$ cat src/pkg/astr_map.svh
// Register offsets, field positions, reset values and bit timing counts of the serial core.
`ifndef ASTR_MAP_SVH
`define ASTR_MAP_SVH
`define ASTR_ADDR_W 3
`define ASTR_DATA_W 8
`define ASTR_OFF_CTRL1 3'h0
`define ASTR_OFF_CTRL2 3'h1
`define ASTR_OFF_CTRL3 3'h2
`define ASTR_OFF_STAT1 3'h3
`define ASTR_OFF_STAT2 3'h4
`define ASTR_OFF_DATA 3'h5
`define ASTR_OFF_BAUD 3'h6
`define ASTR_C1_MOD_EN 6
`define ASTR_C1_TX_INV 5
`define ASTR_C1_LEN9 4
`define ASTR_C2_TX_IE 7
`define ASTR_C2_TC_IE 6
`define ASTR_C2_RX_IE 5
`define ASTR_C2_TX_EN 3
`define ASTR_C2_RX_EN 2
`define ASTR_C2_SBK 0
`define ASTR_C3_RX_NINTH 7
`define ASTR_C3_TX_NINTH 6
`define ASTR_S1_TX_EMPTY 7
`define ASTR_S1_TC 6
`define ASTR_S1_RX_FULL 5
`define ASTR_S1_NOISE 2
`define ASTR_S1_FE 1
`define ASTR_S2_BKF 1
`define ASTR_S2_RPF 0
`define ASTR_RST_BAUD_DIV 8'h00
`define ASTR_TX_RT_LAST 4'hF
`define ASTR_TX_BITS_8 4'hA
`define ASTR_TX_BITS_9 4'hB
`define ASTR_RX_BITS_8 4'h8
`define ASTR_RX_BITS_9 4'h9
`define ASTR_RT_ONE 5'h01
`define ASTR_RT_V1 5'h03
`define ASTR_RT_V2 5'h05
`define ASTR_RT_V3 5'h07
`define ASTR_RT_M1 5'h08
`define ASTR_RT_M2 5'h09
`define ASTR_RT_M3 5'h0A
`define ASTR_RT_RESYNC_MAX 5'h04
`define ASTR_RT_LAST 5'h10
`endif

$ cat src/pkg/astr_pkg.sv
// Types and helper function of the serial core.
package astr_pkg;
  typedef enum logic [2:0] {TX_IDLE, TX_PRE, TX_DATA, TX_BREAK, TX_POST} astr_tx_state_t;
  typedef enum logic [1:0] {RX_SEARCH, RX_START, RX_DATA, RX_STOP} astr_rx_state_t;

  typedef struct packed {
    logic [2:0] addr;
    logic [7:0] wdata;
    logic wr;
    logic rd;
  } astr_bus_req_t;

  typedef struct packed {
    logic mod_en;
    logic tx_inv;
    logic len9;
    logic tx_ie;
    logic tc_ie;
    logic rx_ie;
    logic tx_en;
    logic rx_en;
    logic send_break_bit;
    logic tx_ninth;
  } astr_ctrl_t;

  typedef struct packed {
    astr_ctrl_t c;
    logic [7:0] baud_div;
    logic [7:0] div_cnt;
    logic div_half;
    astr_tx_state_t tx_state;
    logic [10:0] tx_shift;
    logic [3:0] tx_bits;
    logic [3:0] tx_rt;
    logic [7:0] tx_buf;
    logic tx_empty;
    logic tc;
    logic tx_arm;
    logic tx_pre;
    logic tx_en_d;
    astr_rx_state_t rx_state;
    logic [4:0] rx_rt;
    logic [2:0] rx_hist;
    logic [1:0] rx_smp;
    logic [8:0] rx_shift;
    logic [3:0] rx_bits;
    logic rx_last;
    logic rx_prev;
    logic rx_nacc;
    logic [7:0] rx_buf;
    logic rx_ninth;
    logic rx_full;
    logic noise;
    logic fe;
    logic break_detect_flag;
    logic rx_arm;
    logic brk_arm;
    logic [2:0] sync;
    logic rx_filt;
    logic [7:0] rdata;
    logic tx_irq;
    logic rx_irq;
    logic tx_out;
    logic tx_oe;
  } astr_state_t;

  function automatic logic astr_maj3(input logic a, input logic b, input logic c);
    return (a & b) | (a & c) | (b & c);
  endfunction : astr_maj3
endpackage : astr_pkg

$ cat src/astr_core.sv
// Full-duplex asynchronous serial transmitter and receiver with register port.
//
// Behaviour
// - Transmit 8 or 9 bit characters; ninth bit comes from tx_ninth_bit.
// - A transmission starts with an all-ones preamble, then the buffered word loads.
// - Data frames carry a low start bit first and a high stop bit last.
// - Buffer hand-off sets tx_empty_flag; request raised with tx_empty_irq_enable.
// - With tx_polarity_invert clear, the transmit line idles high when no character is shifting.
// - Clearing module_enable_bit releases the transmit pin at once.
// - While send_break_bit is set, all-zero break characters keep loading.
// - After break clears, finish the break then send at least one high bit.
// - Start, eight or nine zero data bits and a zero stop form a break.
// - A break sets framing, full and break flags and clears data and ninth bit.
// - Idle characters are all ones of character length; the preamble is one.
// - Clearing transmitter enable finishes the current character, then idles the line.
// - Toggling transmitter enable during a character queues one idle character next.
// - tx_polarity_invert inverts every transmitted level including idle and break.
// - tx_complete_flag sets when shifter and buffer are empty with no break.
// - Receive 8 or 9 bits; rx_ninth_bit is bit 8, or bit 7 copy.
// - A finished character moves to the read buffer and sets rx_full_flag.
// - Sample at sixteen ticks per bit; resync after start and falling data edges.
// - A start edge is a low sample after three high samples.
// - Start is verified at ticks 3, 5, 7; one high sets noise.
// - A failed start verification resets the tick count and searches again.
// - Data bits are the majority of ticks 8, 9, 10; disagreement sets noise.
// - Stop bit majority low sets framing error; disagreement sets noise.
`timescale 1ns/1ns
`default_nettype none
`include "astr_map.svh"

module astr_core
  import astr_pkg::*;
(
  input wire logic clk,
  input wire logic rst,
  input wire astr_bus_req_t reg_req,
  output logic [7:0] reg_rdata,
  input wire logic baud_clock_source_select,
  input wire logic rx_in,
  output logic tx_out,
  output logic tx_oe,
  output logic tx_irq,
  output logic rx_irq
);

  astr_state_t st_reg;
  astr_state_t st_next;
  logic tick;
  logic pick;
  logic te_rise;
  logic load_data;
  logic load_break;
  logic start_fail;
  logic rx_done;
  logic rx_brk;
  logic maj;
  logic level;
  logic [1:0] ones;
  logic [4:0] rt_n;
  logic [3:0] nbits;

  always_comb
  begin
    st_next = st_reg;
    tick = 1'b0;
    pick = 1'b0;
    te_rise = 1'b0;
    load_data = 1'b0;
    load_break = 1'b0;
    start_fail = 1'b0;
    rx_done = 1'b0;
    rx_brk = 1'b0;
    maj = astr_maj3(st_reg.rx_smp[0], st_reg.rx_smp[1], st_reg.rx_filt);
    ones = {1'b0, st_reg.rx_smp[0]} + {1'b0, st_reg.rx_smp[1]} + {1'b0, st_reg.rx_filt};
    rt_n = st_reg.rx_rt + `ASTR_RT_ONE;
    nbits = st_reg.c.len9 ? `ASTR_TX_BITS_9 : `ASTR_TX_BITS_8;
    level = 1'b1;

    // Register writes.
    if (reg_req.wr)
    begin
      case (reg_req.addr)
        `ASTR_OFF_CTRL1:
        begin
          st_next.c.mod_en = reg_req.wdata[`ASTR_C1_MOD_EN];
          st_next.c.tx_inv = reg_req.wdata[`ASTR_C1_TX_INV];
          st_next.c.len9 = reg_req.wdata[`ASTR_C1_LEN9];
        end
        `ASTR_OFF_CTRL2:
        begin
          st_next.c.tx_ie = reg_req.wdata[`ASTR_C2_TX_IE];
          st_next.c.tc_ie = reg_req.wdata[`ASTR_C2_TC_IE];
          st_next.c.rx_ie = reg_req.wdata[`ASTR_C2_RX_IE];
          st_next.c.tx_en = reg_req.wdata[`ASTR_C2_TX_EN];
          st_next.c.rx_en = reg_req.wdata[`ASTR_C2_RX_EN];
          st_next.c.send_break_bit = reg_req.wdata[`ASTR_C2_SBK];
        end
        `ASTR_OFF_CTRL3: st_next.c.tx_ninth = reg_req.wdata[`ASTR_C3_TX_NINTH];
        `ASTR_OFF_DATA:
        begin
          st_next.tx_buf = reg_req.wdata;
          // The empty flag only clears after a status one read armed it.
          if (st_reg.tx_arm)
          begin
            st_next.tx_empty = 1'b0;
            st_next.tc = 1'b0;
            st_next.tx_arm = 1'b0;
          end
        end
        `ASTR_OFF_BAUD: st_next.baud_div = reg_req.wdata;
        default: ;
      endcase
    end

    // Register reads; data stands for exactly the cycle after the strobe.
    st_next.rdata = 8'h00;
    if (reg_req.rd)
    begin
      case (reg_req.addr)
        `ASTR_OFF_CTRL1:
        begin
          st_next.rdata[`ASTR_C1_MOD_EN] = st_reg.c.mod_en;
          st_next.rdata[`ASTR_C1_TX_INV] = st_reg.c.tx_inv;
          st_next.rdata[`ASTR_C1_LEN9] = st_reg.c.len9;
        end
        `ASTR_OFF_CTRL2:
        begin
          st_next.rdata[`ASTR_C2_TX_IE] = st_reg.c.tx_ie;
          st_next.rdata[`ASTR_C2_TC_IE] = st_reg.c.tc_ie;
          st_next.rdata[`ASTR_C2_RX_IE] = st_reg.c.rx_ie;
          st_next.rdata[`ASTR_C2_TX_EN] = st_reg.c.tx_en;
          st_next.rdata[`ASTR_C2_RX_EN] = st_reg.c.rx_en;
          st_next.rdata[`ASTR_C2_SBK] = st_reg.c.send_break_bit;
        end
        `ASTR_OFF_CTRL3:
        begin
          st_next.rdata[`ASTR_C3_RX_NINTH] = st_reg.rx_ninth;
          st_next.rdata[`ASTR_C3_TX_NINTH] = st_reg.c.tx_ninth;
        end
        `ASTR_OFF_STAT1:
        begin
          st_next.rdata[`ASTR_S1_TX_EMPTY] = st_reg.tx_empty;
          st_next.rdata[`ASTR_S1_TC] = st_reg.tc;
          st_next.rdata[`ASTR_S1_RX_FULL] = st_reg.rx_full;
          st_next.rdata[`ASTR_S1_NOISE] = st_reg.noise;
          st_next.rdata[`ASTR_S1_FE] = st_reg.fe;
          st_next.tx_arm = 1'b1;
          st_next.rx_arm = 1'b1;
        end
        `ASTR_OFF_STAT2:
        begin
          st_next.rdata[`ASTR_S2_BKF] = st_reg.break_detect_flag;
          st_next.rdata[`ASTR_S2_RPF] = st_reg.rx_state != RX_SEARCH;
          st_next.brk_arm = 1'b1;
        end
        `ASTR_OFF_DATA:
        begin
          st_next.rdata = st_reg.rx_buf;
          if (st_reg.rx_arm)
          begin
            st_next.rx_full = 1'b0;
            st_next.noise = 1'b0;
            st_next.fe = 1'b0;
            st_next.rx_arm = 1'b0;
          end
          if (st_reg.brk_arm)
          begin
            st_next.break_detect_flag = 1'b0;
            st_next.brk_arm = 1'b0;
          end
        end
        `ASTR_OFF_BAUD: st_next.rdata = st_reg.baud_div;
        default: ;
      endcase
    end

    // Sixteen-times baud tick; the slow source advances on every other clock.
    if (baud_clock_source_select || st_reg.div_half)
    begin
      if (st_reg.div_cnt == 8'h00)
      begin
        tick = 1'b1;
        st_next.div_cnt = st_reg.baud_div;
      end
      else
      begin
        st_next.div_cnt = st_reg.div_cnt - 8'h01;
      end
    end
    st_next.div_half = ~st_reg.div_half;

    // Receive line synchroniser; the filtered level moves when stages two and three agree.
    st_next.sync = {st_reg.sync[1:0], rx_in};
    if (st_reg.sync[1] == st_reg.sync[2])
    begin
      st_next.rx_filt = st_reg.sync[2];
    end

    // Transmitter.
    st_next.tx_en_d = st_reg.c.tx_en;
    te_rise = st_reg.c.tx_en && !st_reg.tx_en_d;
    if (te_rise)
    begin
      st_next.tx_pre = 1'b1;
    end
    case (st_reg.tx_state)
      TX_IDLE: pick = st_reg.c.mod_en;
      default:
      begin
        level = st_reg.tx_shift[0];
        if (tick)
        begin
          if (st_reg.tx_rt == `ASTR_TX_RT_LAST)
          begin
            st_next.tx_rt = 4'h0;
            st_next.tx_shift = {1'b1, st_reg.tx_shift[10:1]};
            st_next.tx_bits = st_reg.tx_bits - 4'h1;
            pick = st_reg.tx_bits == 4'h1;
          end
          else
          begin
            st_next.tx_rt = st_reg.tx_rt + 4'h1;
          end
        end
      end
    endcase
    if (pick)
    begin
      st_next.tx_state = TX_IDLE;
      st_next.tx_rt = 4'h0;
      if (st_reg.c.tx_en && st_reg.c.send_break_bit)
      begin
        load_break = 1'b1;
        st_next.tx_state = TX_BREAK;
        st_next.tx_shift = 11'h000;
        st_next.tx_bits = nbits;
      end
      else if (st_reg.tx_state == TX_BREAK)
      begin
        st_next.tx_state = TX_POST;
        st_next.tx_shift = 11'h7FF;
        st_next.tx_bits = 4'h1;
      end
      else if (st_reg.c.tx_en && (st_reg.tx_pre || te_rise))
      begin
        st_next.tx_state = TX_PRE;
        st_next.tx_shift = 11'h7FF;
        st_next.tx_bits = nbits;
        st_next.tx_pre = 1'b0;
      end
      else if (st_reg.c.tx_en && !st_reg.tx_empty)
      begin
        load_data = 1'b1;
        st_next.tx_state = TX_DATA;
        st_next.tx_bits = nbits;
        st_next.tx_shift = {1'b1, st_reg.c.len9 ? st_reg.c.tx_ninth : 1'b1, st_reg.tx_buf,
                            1'b0};
        st_next.tx_empty = 1'b1;
      end
    end
    if (st_next.tx_state == TX_IDLE && st_next.tx_empty && !st_reg.c.send_break_bit)
    begin
      st_next.tc = 1'b1;
    end

    // Receiver; every step runs on the sample tick, except the disable reset, which acts on every clock.
    if (tick)
    begin
      st_next.rx_prev = st_reg.rx_filt;
      case (st_reg.rx_state)
        RX_SEARCH:
        begin
          st_next.rx_hist = {st_reg.rx_hist[1:0], st_reg.rx_filt};
          if (st_reg.rx_hist == 3'h7 && !st_reg.rx_filt)
          begin
            st_next.rx_state = RX_START;
            st_next.rx_rt = `ASTR_RT_ONE;
            st_next.rx_nacc = 1'b0;
            st_next.rx_shift = 9'h000;
          end
        end
        RX_START:
        begin
          st_next.rx_rt = rt_n;
          if (rt_n == `ASTR_RT_V1)
          begin
            st_next.rx_smp[0] = st_reg.rx_filt;
          end
          if (rt_n == `ASTR_RT_V2)
          begin
            st_next.rx_smp[1] = st_reg.rx_filt;
          end
          if (rt_n == `ASTR_RT_V3)
          begin
            if (ones >= 2'h2)
            begin
              start_fail = 1'b1;
              st_next.rx_state = RX_SEARCH;
              st_next.rx_rt = 5'h00;
              st_next.rx_hist = 3'h0;
            end
            else
            begin
              st_next.rx_nacc = ones == 2'h1;
            end
          end
          if (rt_n == `ASTR_RT_LAST)
          begin
            st_next.rx_state = RX_DATA;
            st_next.rx_rt = 5'h00;
            st_next.rx_bits = 4'h0;
            st_next.rx_last = 1'b0;
          end
        end
        default:
        begin
          st_next.rx_rt = rt_n;
          if (rt_n == `ASTR_RT_M1)
          begin
            st_next.rx_smp[0] = st_reg.rx_filt;
          end
          if (rt_n == `ASTR_RT_M2)
          begin
            st_next.rx_smp[1] = st_reg.rx_filt;
          end
          if (rt_n == `ASTR_RT_M3 && st_reg.rx_state == RX_DATA)
          begin
            st_next.rx_shift = {maj, st_reg.rx_shift[8:1]};
            st_next.rx_nacc = st_reg.rx_nacc | (ones != 2'h0 && ones != 2'h3);
            st_next.rx_last = maj;
          end
          if (st_reg.rx_state == RX_DATA && st_reg.rx_last && st_reg.rx_prev &&
              !st_reg.rx_filt && rt_n <= `ASTR_RT_RESYNC_MAX)
          begin
            st_next.rx_rt = `ASTR_RT_ONE;
          end
          if (rt_n == `ASTR_RT_LAST && st_reg.rx_state == RX_DATA)
          begin
            st_next.rx_rt = 5'h00;
            st_next.rx_bits = st_reg.rx_bits + 4'h1;
            if (st_reg.rx_bits + 4'h1 == (st_reg.c.len9 ? `ASTR_RX_BITS_9 : `ASTR_RX_BITS_8))
            begin
              st_next.rx_state = RX_STOP;
            end
          end
          if (rt_n == `ASTR_RT_M3 && st_reg.rx_state == RX_STOP)
          begin
            rx_done = 1'b1;
            rx_brk = !maj && (st_reg.c.len9 ? st_reg.rx_shift == 9'h000 :
                              st_reg.rx_shift[8:1] == 8'h00);
            st_next.rx_state = RX_SEARCH;
            st_next.rx_rt = 5'h00;
            st_next.rx_hist = {maj, maj, maj};
            st_next.rx_full = 1'b1;
            if (!maj)
            begin
              st_next.fe = 1'b1;
            end
            if (st_reg.rx_nacc || (ones != 2'h0 && ones != 2'h3))
            begin
              st_next.noise = 1'b1;
            end
            if (rx_brk)
            begin
              st_next.break_detect_flag = 1'b1;
              st_next.rx_buf = 8'h00;
              st_next.rx_ninth = 1'b0;
            end
            else
            begin
              st_next.rx_buf = st_reg.c.len9 ? st_reg.rx_shift[7:0] : st_reg.rx_shift[8:1];
              st_next.rx_ninth = st_reg.rx_shift[8];
            end
          end
        end
      endcase
    end
    if (!st_reg.c.mod_en || !st_reg.c.rx_en)
    begin
      st_next.rx_state = RX_SEARCH;
      st_next.rx_rt = 5'h00;
    end
    if (!st_reg.c.mod_en)
    begin
      st_next.tx_state = TX_IDLE;
      st_next.tx_rt = 4'h0;
    end

    // Pin drive is open-drain: only a low level is driven.
    st_next.tx_out = level ^ st_reg.c.tx_inv;
    st_next.tx_oe = st_reg.c.mod_en && (st_reg.c.tx_en || st_reg.tx_state != TX_IDLE) &&
                    !(level ^ st_reg.c.tx_inv);
    st_next.tx_irq = (st_reg.tx_empty && st_reg.c.tx_ie) || (st_reg.tc && st_reg.c.tc_ie);
    st_next.rx_irq = st_reg.rx_full && st_reg.c.rx_ie;
  end

  always_ff @(posedge clk or posedge rst)
  begin
    if (rst)
    begin
      st_reg <= '0;
      st_reg.tx_empty <= 1'b1;
      st_reg.tc <= 1'b1;
      st_reg.baud_div <= `ASTR_RST_BAUD_DIV;
      st_reg.sync <= 3'h7;
      st_reg.rx_filt <= 1'b1;
      st_reg.rx_prev <= 1'b1;
      st_reg.tx_out <= 1'b1;
    end
    else
    begin
      st_reg <= st_next;
    end
  end

  assign reg_rdata = st_reg.rdata;
  assign tx_out = st_reg.tx_out;
  assign tx_oe = st_reg.tx_oe;
  assign tx_irq = st_reg.tx_irq;
  assign rx_irq = st_reg.rx_irq;
endmodule : astr_core
`default_nettype wire

$ cat config.mk
export PLATFORM = sky130hd
export DESIGN_NAME = astr_core
export DESIGN_NICKNAME = d
export VERILOG_FILES = /design/src/pkg/astr_pkg.sv /design/src/astr_core.sv
export VERILOG_INCLUDE_DIRS = /design/src /design/src/pkg
export SDC_FILE = /design/constraint.sdc
export NUM_CORES = 1
export LEC_CHECK = 0
export ABC_AREA = 1
export BUFFER_PORTS_ARGS = -buffer_cell sky130_fd_sc_hd__buf_2
export CORE_ASPECT_RATIO = 1.2
export CORE_UTILIZATION = 45
export DETAILED_ROUTE_END_ITERATION = 6
export SYNTH_ARGS = -nofsm -noshare
export SYNTH_HDL_FRONTEND = slang
export SYNTH_SLANG_ARGS = --single-unit
$ cat constraint.sdc
create_clock -name clk -period 4.2 [get_ports clk]
set_input_delay 0.21 -clock clk [delete_from_list [all_inputs] [get_ports clk]]
set_output_delay 0.21 -clock clk [all_outputs]
set_load 0.005 [all_outputs]
==> flow_summary.ini, run 1 <==
[synthesis]
post_syn_area_per_cell_sq_um = 8.15
postSynthCellCount = 785
mappedNetlistNets = 814
library_cells_used_by_synthesis = 53
yosys_register_bits = 121
synth_seq_area_share_pct = 47.5
post_synth_arst_share_pct = 100
most_used_dff_post_synth = sky130_fd_sc_hd__dfrtp_1
syn_area_sq_mm = 0.00640
synth-edff-count = 0
ys.warnings.count = 0

[drt]
highest_layer = met4
first_iter_violations = 359
postRouteAntennaNets = 0
met2_length_um = 7700
met3_length_um = 571
avgViaCountPerCell = 5.32
drc = 0
drt_pass1_iterations = 5
wl_per_cell_um = 15.2
routed_wirelength_um = 15100
via_count = 5300
route.layer.met1.wl_um = 6480

[grt]
global_route_usage_over_all_layers_pct = 22.4
grt_first_pass_wirelength_um = 25900
grt_max_degree = 75
globalRoute.totalOverflow = 0
grt_pass1_vias = 5269
number_of_antenna_violations_at_the_first_check_in_global_routing = 0

[cells_and_area]
flow.area_growth_from_synthesis_pct = 12.9
layout-drive-gt1-share_pct = 15.2
largest_reg_flops = 106
fill_cells = 1262
mostFrequentLayoutCell = sky130_fd_sc_hd__nand2_1
layout.cells.most_common_list = sky130_fd_sc_hd__nand2_1, sky130_fd_sc_hd__dfrtp_1, sky130_fd_sc_hd__inv_1
antenna_cells = 0
multiInputGateArea_sq_mm = 0.00280
final_core_util_pct = 52.3
regArea_sq_mm = 0.00304
design.final.nets = 841

[timing]
slew_at_the_pin_closest_to_its_max_slew_limit_ns = 0.914
slew_headroom_pct = 39.0
min_period_ns = 2.22
setup_total_negative_slack_ns = 0
hold_slack_ns = -0.00734
min_period_over_period_pct = 52.9
rsz0062_at_grt = no
final.setup_skew_ns = 0.00951
hold_viol = 2
finalSetupViolations = 0
fmaxAchievable_mhz = 450
report.final.slew_viol_count = 0

[die]
placeableCoreArea_sq_mm = 0.0138
floorplan.die.height_um = 133
chipWidth_um = 111
io_pins = 29
dieArea_sq_mm = 0.0147
initial_core_util_pct = 46.3
rows = 47

[critical_path]
setup.worst_path.end_class = register
reg2reg_depth = 9
setup_crit_path_kind = register to register
worstSetupStartpointType = register
rr_endpoint = st_reg[23]$_DFFE_PP0P_
worstSetupEndpoint = st_reg[23]$_DFFE_PP0P_
cp-startpoint = st_reg[52]$_DFFE_PP0P_
regToRegStartpoint = st_reg[52]$_DFFE_PP0P_
critPathSlowestCell = sky130_fd_sc_hd__dfrtp_1
slowest_stage_delay_cp_ns = 0.47
required_time_at_the_worst_slack_endpoint_ns = 4.48
crit_chain = ha_1, inv_1, nand2_1, nand2_2, nand3_2, nor2_2, nand2_1, nand2_1, o21ai_1
data_arrival_critical_path_ns = 2.50
crit_path_max_fanout = 21
library_cell_appearing_most_often_on_the_critical_path = sky130_fd_sc_hd__nand2_1
setup_slack_reg_to_reg_ns = 1.98

[clocking]
clock_tree.buffer_depth = 2
cts.clk_slew.worst_paths_ns = 0.06
clock_buffer_count_from_cts = 17
cts_tree = done
htree_num_levels = 4
clk_latency_ns = 0.41
cts_sinks = 121
clock_tree.root_cell = sky130_fd_sc_hd__clkbuf_16
post_cts_setup_buffer_count = 0

[status]
violations = hold timing
outcome = finished with violations

[placement]
hpwlAfterDp_um = 11200
portBuffers = 28
routabilityCongestion = 0.862

[run]
drv_cap = 0

[power_and_ir_drop]
irDropWorstVdd_uv = 438
total_leakage_power_nw = 3.54
pwrdens_mw_per_mm2 = 512

[worst_hold_path]
worst_hold_path_type = input pin to asynchronous set/reset pin
metal layers:
metal | GRT usage (%) | up-vias
met5 | 0 | -
met4 | 9.85 | 0
li1 | - | 2620
met2 | 38.8 | 115
met3 | 5.22 | 24
met1 | 26.5 | 2541
worst min path at each step:
stage,end,slack [ns]
floorplan,st_next[14]$_DFF_PP1_,0.21
global placement,st_next[14]$_DFF_PP1_,0.32
detailed placement,st_next[14]$_DFF_PP1_,0.32
CTS,st_reg[47]$_DFFE_PP0P_,0.03
global route,reg_rdata[4]$_DFF_PP0_,0.05
finish,st_reg[47]$_DFFE_PP0P_,-0.007
cell usage after synthesis (all sizes together) (3+ instances only):
master,count,area share (%)
o22ai,7,0.68
dfstp,8,3.3
nor3,8,1.1
clkbuf,5,0.29
nor2,83,6.4
a21oi,15,1.2
a31oi,4,0.39
nand2,201,13
dfrtp,113,44
clkinv,3,0.37
buf,18,2.2
inv,100,5.9
ha,11,2.2
o21ai,112,9.1
a221oi,5,0.68
xor2,5,0.68
nand4,15,1.6
nand3,51,4.3
critical path: cells and delay by family (launching register included):
family	cells	cell delay [ns]
buffers and inverters	1	0.07
AND/OR/NAND/NOR	6	1.18
AO/OA/AOI/OAI	1	0.08
flip-flops	1	0.47
adder cells (fa/ha/maj)	1	0.30
stage by stage:
stage	instance area, sq um	cells	total power, mW	setup slack [ns]
2_1_floorplan	6400	785	2.05	0.789
3_3_place_gp	6610	963	2.21	2.10
3_5_place_dp	6610	963	2.24	1.98
4_1_cts	7220	996	3.74	1.97
5_1_grt	7220	996	3.93	1.75
6_report	7220	996	3.70	1.98
cells by family (layout without fill, tap and decap cells):
kind of cell | after synthesis | in the layout | synth area share [%]
AND/OR/NAND/NOR | 362 | 362 | 26.4
AO/OA/AOI/OAI | 156 | 156 | 13.7
buffers and inverters | 126 | 166 | 8.76
flip-flops | 121 | 121 | 47.5
adder cells (fa/ha/maj) | 13 | 13 | 2.62
XOR/XNOR | 7 | 7 | 0.958
where the power goes:
part	leakage (nW)	internal, mW	switching, mW	total [mW]
logic	1.75	0.248	0.451	0.699
registers	1.50	1.37	0.151	1.53
clock network	0.285	0.932	0.546	1.48
what timing repair did:
item | CTS | global route
resized for setup | 0 | 0
hold endpoints to repair | 1 | 0
hold buffers | 1 | 0
cell type report:
| type | instances | area share [%] |
|---|---|---|
| flip-flops and latches | 121 | 42.1 |
| multi-input cells | 538 | 38.7 |
| clock buffers | 17 | 5.89 |
| inverters | 103 | 5.63 |
| well taps | 171 | 2.96 |
| clock inverters | 15 | 2.43 |
| repair buffers | 31 | 2.29 |
Power figures use the tool's default switching activity.
==> run 2, diff against run 1 <==
Clock period 4.2 ns to 2.15 ns, I/O delays scaled along.
==> run 2 against run 1 <==
Compared with the run above:
- the flow now finishes without violations
- cell count up 1.5%
- total power up 92%
- global-route usage down 0.34 points
- clock skew up 0.0029 ns
- first-iteration DRC count down 10%
- critical path depth up 1
- fmax up 14%
- via count about the same
- count of clock-buffer cells in the layout up 5
- final area up 1.4%
- setup slack worse by 1.8 ns
- clock power up 84%
- critical path type unchanged
- critical endpoint is now st_reg[87]$_DFF_PP0_
- highest routed layer unchanged
==> flow_summary.ini, run 2 (synthesized netlist as in run 1, its figures left out) <==
[placement]
routabilityCongestion = 0.883
hpwlAfterDp_um = 11300
portBuffers = 28

[critical_path]
setup_crit_path_kind = register to register
cp.buffers_inverters = 1
crit_chain = inv_1, ha_1, nand2_4, nor2_8, nand3_1, nand2_1, nand2_4, nor2_4, o21ai_0, o21ai_1
setup.worst_path.end_class = register
crit_path_max_fanout = 19
data_arrival_critical_path_ns = 2.30
worstSetupStartpointType = register
required_time_at_the_worst_slack_endpoint_ns = 2.49
critPathSlowestCell = sky130_fd_sc_hd__dfrtp_1
library_cell_appearing_most_often_on_the_critical_path = sky130_fd_sc_hd__nand2_4
slowest_stage_delay_cp_ns = 0.36
critical-path-top-delay-family = simple AND/OR/NAND/NOR gates

[die]
initial_core_util_pct = 46.3
dieArea_sq_mm = 0.0147
floorplan.die.height_um = 133
chipWidth_um = 111
placeableCoreArea_sq_mm = 0.0138
io_pins = 29
rows = 47

[grt]
groute.layer.met2.usage_pct = 37.6
met1_usage_pct = 26.6
globalRoute.busiestLayer = met2
number_of_antenna_violations_at_the_first_check_in_global_routing = 0
grt_max_degree = 52
global_route_usage_over_all_layers_pct = 22.1
globalRoute.totalOverflow = 0
grt_first_pass_wirelength_um = 25600
grt_pass1_vias = 5279
gr-usage-met3_pct = 4.90

[cells_and_area]
design.final.nets = 856
regArea_sq_mm = 0.00304
flow.area_growth_from_synthesis_pct = 14.5
mostFrequentLayoutCell = sky130_fd_sc_hd__nand2_1
multiInputGateArea_sq_mm = 0.00280
layout-drive-gt1-share_pct = 16.0
layout.cells.most_common_list = sky130_fd_sc_hd__nand2_1, sky130_fd_sc_hd__dfrtp_1, sky130_fd_sc_hd__inv_1
final_core_util_pct = 53.0
antenna_cells = 0
largest_reg_flops = 106
fill_cells = 1284

[drt]
postRouteAntennaNets = 0
first_iter_violations = 322
drc = 0
drt_pass1_iterations = 5
routed_wirelength_um = 15200
wl_per_cell_um = 15.0
via_count = 5305
avgViaCountPerCell = 5.25

[clocking]
cts_repair_resize_count = 0
cts_sinks = 121
clk_latency_ns = 0.42
clock_tree.root_cell = sky130_fd_sc_hd__clkbuf_16
cts.clk_slew.worst_paths_ns = 0.06
clock_tree.buffer_depth = 2
cts_tree = done
clock_buffer_count_from_cts = 17
htree_num_levels = 4

[timing]
min_period_ns = 1.96
min_period_over_period_pct = 91.1
finalSetupViolations = 0
final.setup_skew_ns = 0.0124
hold_viol = 0
fmaxAchievable_mhz = 511
report.final.slew_viol_count = 0
rsz0062_at_grt = no
slew_headroom_pct = 56.4
setup_total_negative_slack_ns = 0
slew_at_the_pin_closest_to_its_max_slew_limit_ns = 0.654

[run]
drv_cap = 0

[power_and_ir_drop]
pwrdens_mw_per_mm2 = 972
total_power_mw = 7.12
irDropWorstVdd_uv = 611
total_leakage_power_nw = 3.59

[status]
outcome = finished clean

[worst_hold_path]
worst_hold_path_type = input pin to register
==> run 2: per-layer routing <==
metal | up-vias | share of wire [%] | routed length, um
met5 | - | 0 | 0
met4 | 0 | 2.8 | 428
met3 | 30 | 2.9 | 435
met2 | 101 | 50 | 7610
met1 | 2522 | 44 | 6690
li1 | 2652 | - | -
==> run 2: repair_timing <==
action,4_1_cts,5_1_grt
hold buffers,6,0
setup buffers,0,1
endpoints found under the hold margin,125,0
endpoints found under the setup margin,0,1
==> run 2: worst reg2reg max path: stages, from the launching register on <==
cell                      delay [ns]
sky130_fd_sc_hd__dfrtp_1        0.36
sky130_fd_sc_hd__inv_1          0.10
sky130_fd_sc_hd__ha_1           0.22
sky130_fd_sc_hd__nand2_4        0.09
sky130_fd_sc_hd__nor2_8         0.18
sky130_fd_sc_hd__nand3_1        0.09
sky130_fd_sc_hd__nand2_1        0.12
sky130_fd_sc_hd__nand2_4        0.17
sky130_fd_sc_hd__nor2_4         0.26
sky130_fd_sc_hd__o21ai_0        0.14
sky130_fd_sc_hd__o21ai_1        0.14
==> run 2: power breakdown <==
part,internal (mW),total (mW),leakage [nW],switching [mW]
sequential,2.69,2.97,1.50,0.287
clock,1.71,2.72,0.266,1.02
combinational,0.507,1.43,1.82,0.919
total,4.90,7.12,3.59,2.23
==> run 2: worst paths after layout <==
path / startpoint / endpoint / slack, ns / depth (start not counted)
setup reg to reg: st_reg[95]$_DFFE_PP0P_ / st_reg[87]$_DFF_PP0_ / 0.19 / 10
max in group asynchronous: rst / st_reg[88]$_DFF_PP0_ / 1.20 / 4
hold reg to reg: st_next[14]$_DFF_PP1_ / st_next[15]$_DFF_PP1_ / 0.36 / 0
hold / removal: reg_req[5] / st_reg[67]$_DFFE_PP0P_ / 0.01 / 3
setup / recovery: st_reg[95]$_DFFE_PP0P_ / st_reg[87]$_DFF_PP0_ / 0.19 / 10
min in group asynchronous: rst / st_reg[94]$_DFF_PP0_ / 0.12 / 3
==> run 2: layout make-up <==
type / count / area share [%]
inverters: 103 / 5.57
clock inverters: 10 / 1.28
repair buffers: 46 / 3.96
well taps: 171 / 2.92
flip-flops and latches: 121 / 41.5
multi-input cells: 538 / 38.2
clock buffers: 22 / 6.61
==> run 2: through the flow <==
step | setup slack (ns) | area (sq um) | cells | hold slack, ns
2_1_floorplan | 0.426 | 6400 | 785 | 0.112
3_3_place_gp | 0.264 | 6680 | 972 | -0.000463
3_5_place_dp | 0.183 | 6680 | 972 | 0.00140
4_1_cts | 0.188 | 7320 | 1010 | 0.00663
5_1_grt | 0.00509 | 7330 | 1011 | 0.0309
6_report | 0.192 | 7330 | 1011 | 0.0107
